**config.mk**
```make
export PLATFORM = sky130hd
export DESIGN_NAME = spsc_top
export DESIGN_NICKNAME = d
export VERILOG_FILES = /design/src/design/spsc_stack.v /design/src/design/spsc_top.v
export VERILOG_INCLUDE_DIRS = /design/src /design/src/design
export SDC_FILE = /design/constraint.sdc
export NUM_CORES = 1
export LEC_CHECK = 0
export BUFFER_PORTS_ARGS = -buffer_cell sky130_fd_sc_hd__buf_2
export CAP_MARGIN = 20
export CELL_PAD_IN_SITES_DETAIL_PLACEMENT = 1
export CELL_PAD_IN_SITES_GLOBAL_PLACEMENT = 1
export CORE_ASPECT_RATIO = 0.75
export CORE_MARGIN = 4
export CORE_UTILIZATION = 43
export DETAILED_ROUTE_END_ITERATION = 10
export PLACE_DENSITY_LB_ADDON = 0.1
export SYNTH_ARGS = -nofsm -noshare
export SYNTH_HDL_FRONTEND = slang
export SYNTH_SLANG_ARGS = --single-unit
```
**constraint.sdc**
```tcl
create_clock -name mclk -period 2.1 [get_ports mclk]
set_input_delay 0.315 -clock mclk [delete_from_list [all_inputs] [get_ports mclk]]
set_output_delay 0.315 -clock mclk [all_outputs]
set_load 0.01 [all_outputs]
```
**src/design/spsc_consts.vh**
```
// Constants for the SFR page stack control block
// Function
// - Writing active page changes page used.
// - Reading active page returns full byte.
// - Active page gates only the stack view access.
// - Active page decodes on every page.
// - Control register decodes on every page.
// - Index field picks the viewed stack level.
// - Index zero views the active page.
// - Index one to four view lower levels.
// - Enable bit turns on automatic paging.
// - Interrupt entry pushes, loads interrupt page.
// - Interrupt return pops into active page.
// - Enable clear leaves page and stack alone.
// - Enable is control register bit zero.
// - Push shifts levels down, saves old page.
// - Pop restores level one, shifts up.
// - Push only on entry, pop on return.
// - Stack view read-only, page F, 0xD3.
`ifndef SPSC_CONSTS_VH
`define SPSC_CONSTS_VH
`define SPSC_ADDR_PAGE 8'hA7
`define SPSC_ADDR_CTRL 8'hCF
`define SPSC_ADDR_VIEW 8'hD3
`define SPSC_VIEW_PAGE 8'h0F
`define SPSC_RST_PAGE 8'h00
`define SPSC_RST_CTRL 8'h01
`define SPSC_CTRL_MASK 8'h71
`define SPSC_IDX_HI 6
`define SPSC_IDX_LO 4
`define SPSC_EN_BIT 0
`define SPSC_LEVELS 4
`endif

```
**src/design/spsc_stack.v**
```verilog
// Four-level page stack below the active page
`timescale 1ns/1ps
`default_nettype none
module spsc_stack
(
  input wire mclk,
  input wire reset,
  input wire ce,
  input wire push,
  input wire pop,
  input wire [7:0] push_data,
  input wire [2:0] sel,
  output wire [7:0] level1,
  output reg [7:0] sel_data
);
  reg [7:0] lvl_r [0:3];
  integer i;
  assign level1 = lvl_r[0];
  // ************************************
  // Shift register
  // ************************************
  always @(posedge mclk or posedge reset)
  begin
    if (reset)
    begin
      for (i = 0; i < 4; i = i + 1)
        lvl_r[i] <= 8'h00;
    end
    else if (ce)
    begin
      if (push)
      begin
        for (i = 3; i > 0; i = i - 1)
          lvl_r[i] <= lvl_r[i-1];
        lvl_r[0] <= push_data;
      end
      else if (pop)
      begin
        // Bottom keeps its value; no fill source exists
        for (i = 0; i < 3; i = i + 1)
          lvl_r[i] <= lvl_r[i+1];
      end
    end
  end
  // Levels one to four; invalid index reads zero
  always @*
  begin
    case (sel)
      3'h1: sel_data = lvl_r[0];
      3'h2: sel_data = lvl_r[1];
      3'h3: sel_data = lvl_r[2];
      3'h4: sel_data = lvl_r[3];
      default: sel_data = 8'h00;
    endcase
  end
endmodule // spsc_stack
`default_nettype wire

```
**src/design/spsc_top.v**
```verilog
// SFR page select, page stack control and stack view registers
`timescale 1ns/1ps
`default_nettype none
`include "spsc_consts.vh"
module spsc_top
(
  input wire mclk,
  input wire reset,
  input wire ce,
  input wire [7:0] sfr_addr,
  input wire sfr_wr,
  input wire sfr_rd,
  input wire [7:0] sfr_wdata,
  output reg [7:0] sfr_rdata,
  output wire sfr_hit,
  input wire int_entry,
  input wire [7:0] int_page,
  input wire int_return,
  output wire [7:0] active_page,
  output wire auto_page_enable
);

  // ************************************
  // Registers and next values
  // ************************************
  reg [7:0] page_r;
  reg [7:0] page_nxt;
  reg [7:0] ctrl_r;
  reg [7:0] ctrl_nxt;
  reg [7:0] rdata_nxt;

  // ************************************
  // Internal nets
  // ************************************
  wire [2:0] stack_level_index;
  wire [7:0] level1;
  wire [7:0] lvl_data;
  wire [7:0] view_data;
  wire on_view_page;
  wire hit_page;
  wire hit_ctrl;
  wire hit_view;
  wire wr_page;
  wire wr_ctrl;
  wire do_push;
  wire do_pop;

  // ************************************
  // Functions
  // ************************************
  // Full byte compare; partial decode would alias other SFRs
  function addr_match;
    input [7:0] addr;
    input [7:0] target;
    begin
      addr_match = (addr == target);
    end
  endfunction

  // Reserved control bits never reach a flop
  function [7:0] ctrl_clean;
    input [7:0] wdata;
    begin
      ctrl_clean = wdata & `SPSC_CTRL_MASK;
    end
  endfunction

  // Index zero shows the live page, others the stack
  function [7:0] view_pick;
    input [2:0] idx;
    input [7:0] top;
    input [7:0] lower;
    begin
      if (idx == 3'h0)
        view_pick = top;
      else
        view_pick = lower;
    end
  endfunction

  // ************************************
  // Decode
  // ************************************
  // Unmatched addresses read as zero
  assign hit_page = addr_match(sfr_addr, `SPSC_ADDR_PAGE);
  assign hit_ctrl = addr_match(sfr_addr, `SPSC_ADDR_CTRL);
  // Stack view only answers on the high page
  assign on_view_page = addr_match(page_r, `SPSC_VIEW_PAGE);
  assign hit_view = addr_match(sfr_addr, `SPSC_ADDR_VIEW) &
                    on_view_page;
  assign sfr_hit = hit_page | hit_ctrl | hit_view;
  assign wr_page = sfr_wr & hit_page;
  assign wr_ctrl = sfr_wr & hit_ctrl;

  // ************************************
  // Control fields
  // ************************************
  assign active_page = page_r;
  assign auto_page_enable = ctrl_r[`SPSC_EN_BIT];
  assign stack_level_index = ctrl_r[`SPSC_IDX_HI:`SPSC_IDX_LO];
  // Index five to seven reads zero; nothing moves
  assign view_data = view_pick(stack_level_index, page_r, lvl_data);

  // ************************************
  // Stack events
  // ************************************
  // Entry beats return if both arrive together
  assign do_push = auto_page_enable & int_entry;
  assign do_pop = auto_page_enable & int_return & ~int_entry;

  // ************************************
  // Stack
  // ************************************
  // Four levels below the live page
  spsc_stack u_stack
  (
    .mclk(mclk),
    .reset(reset),
    .ce(ce),
    .push(do_push),
    .pop(do_pop),
    .push_data(page_r),
    .sel(stack_level_index),
    .level1(level1),
    .sel_data(lvl_data)
  );

  // ************************************
  // Page register
  // ************************************
  always @*
  begin
    page_nxt = page_r;
    if (do_push)
    begin
      // Old page moves to level one in the stack
      page_nxt = int_page;
    end
    else if (do_pop)
    begin
      page_nxt = level1;
    end
    else if (wr_page)
    begin
      // A page write that meets a stack move is lost
      page_nxt = sfr_wdata;
    end
  end

  always @(posedge mclk or posedge reset)
  begin
    if (reset)
    begin
      page_r <= `SPSC_RST_PAGE;
    end
    else if (ce)
    begin
      page_r <= page_nxt;
    end
  end

  // ************************************
  // Control register
  // ************************************
  always @*
  begin
    ctrl_nxt = ctrl_r;
    if (wr_ctrl)
    begin
      // Reserved bits held at zero whatever is written
      ctrl_nxt = ctrl_clean(sfr_wdata);
    end
  end

  always @(posedge mclk or posedge reset)
  begin
    if (reset)
    begin
      ctrl_r <= `SPSC_RST_CTRL;
    end
    else if (ce)
    begin
      ctrl_r <= ctrl_nxt;
    end
  end

  // ************************************
  // Read data
  // ************************************
  always @*
  begin
    rdata_nxt = 8'h00;
    if (hit_page)
    begin
      rdata_nxt = page_r;
    end
    else if (hit_ctrl)
    begin
      rdata_nxt = ctrl_r;
    end
    else if (hit_view)
    begin
      rdata_nxt = view_data;
    end
  end

  // Held between reads so the core may sample late
  always @(posedge mclk or posedge reset)
  begin
    if (reset)
    begin
      sfr_rdata <= 8'h00;
    end
    else if (ce)
    begin
      if (sfr_rd)
      begin
        sfr_rdata <= rdata_nxt;
      end
    end
  end
endmodule // spsc_top
`default_nettype wire

```
### Yosys cells after proc, flatten, opt, wreduce, memory -nomap -nowiden

Cells that the tools add are included.
Widths: inputs -> output; s select.

| word-level totals | value |
|---|---|
| register bits | 52 |
| input bits | 31 |
| output and inout port bits | 18 |
| word-level logic and storage cells | 42 |

| operators by class | value |
|---|---|
| equal/unequal tests | 8 |
| multiplexer cells | 10 |
| bitwise logic cells | 9 |
| reductions and logical operators | 8 |

Operator list:

| kind | number |
|---|---|
| $mux 8 | 7 |
| $mux 24 | 2 |
| $pmux 8 s4 | 1 |
| $eq 8x8->1 const B | 3 |
| $reduce_and 2->1 | 5 |
| $eq 8x4->1 const B | 1 |
| $and 1x1->1 | 6 |
| $eq 3x2->1 const B | 2 |
| $eq 3x1->1 const B | 1 |
| $eq 3x3->1 const B | 1 |
| $logic_not 3->1 | 1 |
| $reduce_bool 3->1 | 1 |
| $or 1x1->1 | 2 |
| $reduce_bool 2->1 | 1 |
| $not 1->1 | 1 |

### Longest topological paths before layout

| logic depth | value |
|---|---|
| depth after elaboration | 6 |
| gate-level depth with buffers | 7 |
| gate-level depth less buffers | 5 |

### By module

Synthesis repeated with hierarchy kept, for this count alone.

| second synthesis, totals | value |
|---|---|
| cell total of the unflattened synthesis | 274 |
| area, all modules | 3,319.4 um^2 |

Modules (own cells, without submodules):

| module | instances | cells each | area each (um^2) | seq. area each (um^2) |
|---|---|---|---|---|
| spsc_stack | 1 | 143 | 1,991.9 | 800.8 |
| spsc_top | 1 | 131 | 1,327.5 | 501.7 |

### Least setup slack after synthesis

No wires, ideal clock.

| timing | value |
|---|---|
| kind | input -> register |
| start | input sfr_addr[7] |
| end | register ctrl_r[4] |
| library setup time | 0.125 ns |
| arrival | 1.410 ns |
| data required time | 1.975 ns |
| setup slack | 0.566 ns |
| stages on the path | 4 |
| buffers on the path | 0 |
| cell sequence | and3_1 nand3b_1 nor3b_2 mux2_2 |

| on the way | value |
|---|---|
| longest elaborated chain between the ends | 3 |

Ends and longest elaborated chain:

| element | line | text |
|---|---|---|
| start, declared | spsc_top.v:10 | `input wire [7:0] sfr_addr,` |
| $eq 8x8->1 | spsc_top.v:56 | `addr_match = (addr == target);` |
| $and 1x1->1 | spsc_top.v:93 | `assign wr_ctrl = sfr_wr & hit_ctrl;` |
| $reduce_and 2->1 (no line) | n/a |  |
| end signal, assigned | spsc_top.v:179 | `` ctrl_r <= `SPSC_RST_CTRL; `` |
| end signal, assigned | spsc_top.v:183 | `ctrl_r <= ctrl_nxt;` |
| end, declared | spsc_top.v:28 | `reg [7:0] ctrl_r;` |

No other way between the ends.
A chain may end at the register's enable or synchronous reset.

### Worst setup path after layout

| timing | value |
|---|---|
| start | register page_r[2] (netlist: active_page[2]) |
| end | output sfr_hit |

| on the way | value |
|---|---|
| longest elaborated chain between the ends | 3 |

Ends and longest elaborated chain:

| element | line | text |
|---|---|---|
| start, declared | spsc_top.v:26 | `reg [7:0] page_r;` |
| start signal, assigned | spsc_top.v:154 | `` page_r <= `SPSC_RST_PAGE; `` |
| start signal, assigned | spsc_top.v:158 | `page_r <= page_nxt;` |
| $eq 8x4->1 | spsc_top.v:56 |  |
| $and 1x1->1 | spsc_top.v:89 | `` assign hit_view = addr_match(sfr_addr, `SPSC_ADDR_VIEW) & `` |
| $or 1x1->1 | spsc_top.v:91 | `assign sfr_hit = hit_page \| hit_ctrl \| hit_view;` |
| end, declared | spsc_top.v:15 | `output wire sfr_hit,` |

No other way between the ends.

==> impl_metrics.yaml <==
yosys:
  syn_area_per_cell_um2: 9.90
  async_flop_share: 1.00
  synthFlopType: "dfrtp_1"
  ys_seq_elements: 52
  synth_area_um2: 2900
  synthCells: 293
  synth.yosys.warnings: 0
  yosysSeqAreaShare: 0.449
  synth_edf_count: 0
  synth_nets: 324
  synth_cell_types: 46
sta:
  finalCritPeriodShare: 0.965
  setup_viol: 0
  fmax_ghz: 0.493
  setup_tns_ps: 0
  clock_skew_ps: 15.1
  rsz0062_at_grt: "no"
  finalCriticalPeriod_ps: 2030
  slew_headroom: 0.503
  max_slew.worst_pin.slew_ps: 740
  worst_slack_ps: 73.2
  slew_violations: 0
  final_hold_viol_count: 0
drt:
  drtPass1Iterations: 4
  vias: 2488
  viasPerCell: 5.84
  drt-wirelength-per-cell_um: 20.0
  ant_nets: 0
  finalWirelength_mm: 8.53
  drcViolationCount: 0
  drt_first_iter_violations: 175
run:
  drv_cap: 0
floorplanning:
  start_util: 0.452
  die_x_um: 103
  dieArea_um2: 8140
  coreArea_um2: 6410
  dieHeight_um: 79.1
  std_cell_rows: 25
  ios: 49
worst_setup_path:
  cp_top_family: "simple AND/OR/NAND/NOR gates"
  path_class: "reg -> out"
  endpoint_kind: "primary output"
  arrival_ps: 1710
  worst_r2r_path_depth: 6
  critPathLaunchType: "register"
  crit_path_max_incr_delay_ps: 480
  path_max_fanout: 6
  cp_cell_sequence: "nand2_1, nor3_1, and4_1, o21bai_1, buf_2"
  crit_slowest_cell: "dfrtp_1"
  cp.depth: 5
  path_buf_inv: 1
  crit_required_ps: 1780
finish:
  final_common_cell: "dfrtp_1"
  nFillCells: 750
  layout-drive-gt1-share: 0.290
  seq_area_um2: 1300
  layout_common_cells: "dfrtp_1, buf_2, nand2_1"
  diodes: 0
  nets: 375
  synthToLayoutAreaGrowth_pct: 16.1
  multi_input_comb_area_um2: 1510
place:
  place_ws_ps: 197
  finalWeightedCongestion: 0.791
  hpwl_mm: 6.22
  portBuffers: 48
grt:
  grt_pass1_vias: 2521
  grt_first_pass_wirelength_mm: 13.8
  track_usage: 0.221
  antenna_found_initial: 0
  grt_max_degree: 49
  grt.overflow.total: 0
pwr:
  leakage_nw: 1.64
  ir_worst_vdd_mv: 0.405
  cellPowerDensity_nw_per_um2: 657
min_path:
  hold_class: "in -> async"
clock_network:
  post_cts_resized: 0
  clk_latency_ps: 320
  post-cts-setup-buffer-count: 0
  postCtsHoldBufs: 0
  clk_pin_slew_worst_paths_ps: 110
  cts-buffers-inserted: 5
  cts_buffer_depth: 2
  cts.sinks: 52
  cts_tree: "built"
  h-tree-depth: 2
  ctsRootBufferMaster: "clkbuf_8"
status:
  status: "finished clean"
==> kinds of logic after synthesis <==
| kind of cell | Yosys count | synth area share |
|---|---|---|
| simple gates | 92 | 0.159 |
| mux | 49 | 0.177 |
| buf+inv | 19 | 0.0319 |
| compound gates | 81 | 0.183 |
| flops | 52 | 0.449 |
==> per-layer routing <==
layer  GRT usage  routed length [um]  vias to the layer above  part of all wire
met1       0.319                4090                     1262              0.48
met3      0.0290                 331                        5             0.039
met5           0                   0                        -                 0
met2       0.356                4060                       54              0.48
met4      0.0427                  51                        0            0.0060
li1            -                   -                     1167                 -
==> power by group <==
group | internal (W) | switching (W)
combinational | 0.000208 | 0.000240
clock | 0.000271 | 0.000351
sequential | 0.00106 | 0.0000795
==> final timing paths <==
| kind | startpoint | end | slack (ps) |
|---|---|---|---|
| worst max-delay path | active_page[2]$_DFFE_PP0P_ | sfr_hit | 70 |
| worst min-delay path | reset | active_page[2]$_DFFE_PP0P_ | 30 |
| worst max register to register | ctrl_r[5]$_DFFE_PP0P_ | sfr_rdata[7]$_DFFE_PP0P_ | 350 |
| worst min register to register | sfr_rdata[7]$_DFFE_PP0P_ | sfr_rdata[7]$_DFFE_PP0P_ | 510 |
| max in group asynchronous | reset | ctrl_r[0]$_DFFE_PP1P_ | 1430 |
| min in group mclk | sfr_wdata[6] | ctrl_r[6]$_DFFE_PP0P_ | 250 |
==> state kept, by name, summed over array words and instances (netlist names) <==
name,flops
active_page,8
ctrl_r,4
u_stack.lvl_r,24
sfr_rdata,8
u_stack.level1,8
==> synth_stat cells, types with 2 or more instances <==
cell type	n	area, um^2
a21oi_1	14	70.1
a21oi_2	2	17.5
a221o_1	4	40.0
a221oi_1	3	26.3
a22o_1	8	70.1
a22oi_1	8	60.1
and2_1	2	12.5
buf_2	8	40.0
clkbuf_1	7	26.3
dfrtp_1	51	1280
mux2_2	18	203
mux2i_1	31	310
nand2_1	34	128
nand2b_1	2	12.5
nand3_1	3	15.0
nand3b_1	2	15.0
nor2_1	25	93.8
nor2_2	2	12.5
nor2b_1	2	12.5
nor3_1	10	50.1
o211ai_1	2	15.0
o21a_1	2	15.0
o21ai_0	30	150
==> area by class of cell <==
class,instances,share of cell area
multi-input combinational,222,0.447
sequential,52,0.387
timing repair buffer,62,0.106
tap,81,0.0301
clock buffer,6,0.0245
clock inverter,2,0.00409
inverter,1,0.00111
==> metrics by stage <==
step / cell area, um^2 / util / instances / hold slack [ps] / power (W)
6_report: 3370 / 0.525 / 426 / 28.5 / 0.00221
5_1_grt: 3370 / 0.525 / 426 / 58.9 / 0.00234
4_1_cts: 3370 / 0.525 / 426 / 47.9 / 0.00223
3_5_place_dp: 3270 / 0.510 / 418 / 391 / 0.00161
3_3_place_gp: 3270 / 0.510 / 418 / 383 / 0.00160
2_1_floorplan: 2900 / - / 293 / 467 / 0.00139
No activity file was read; power rests on OpenSTA's default activity.
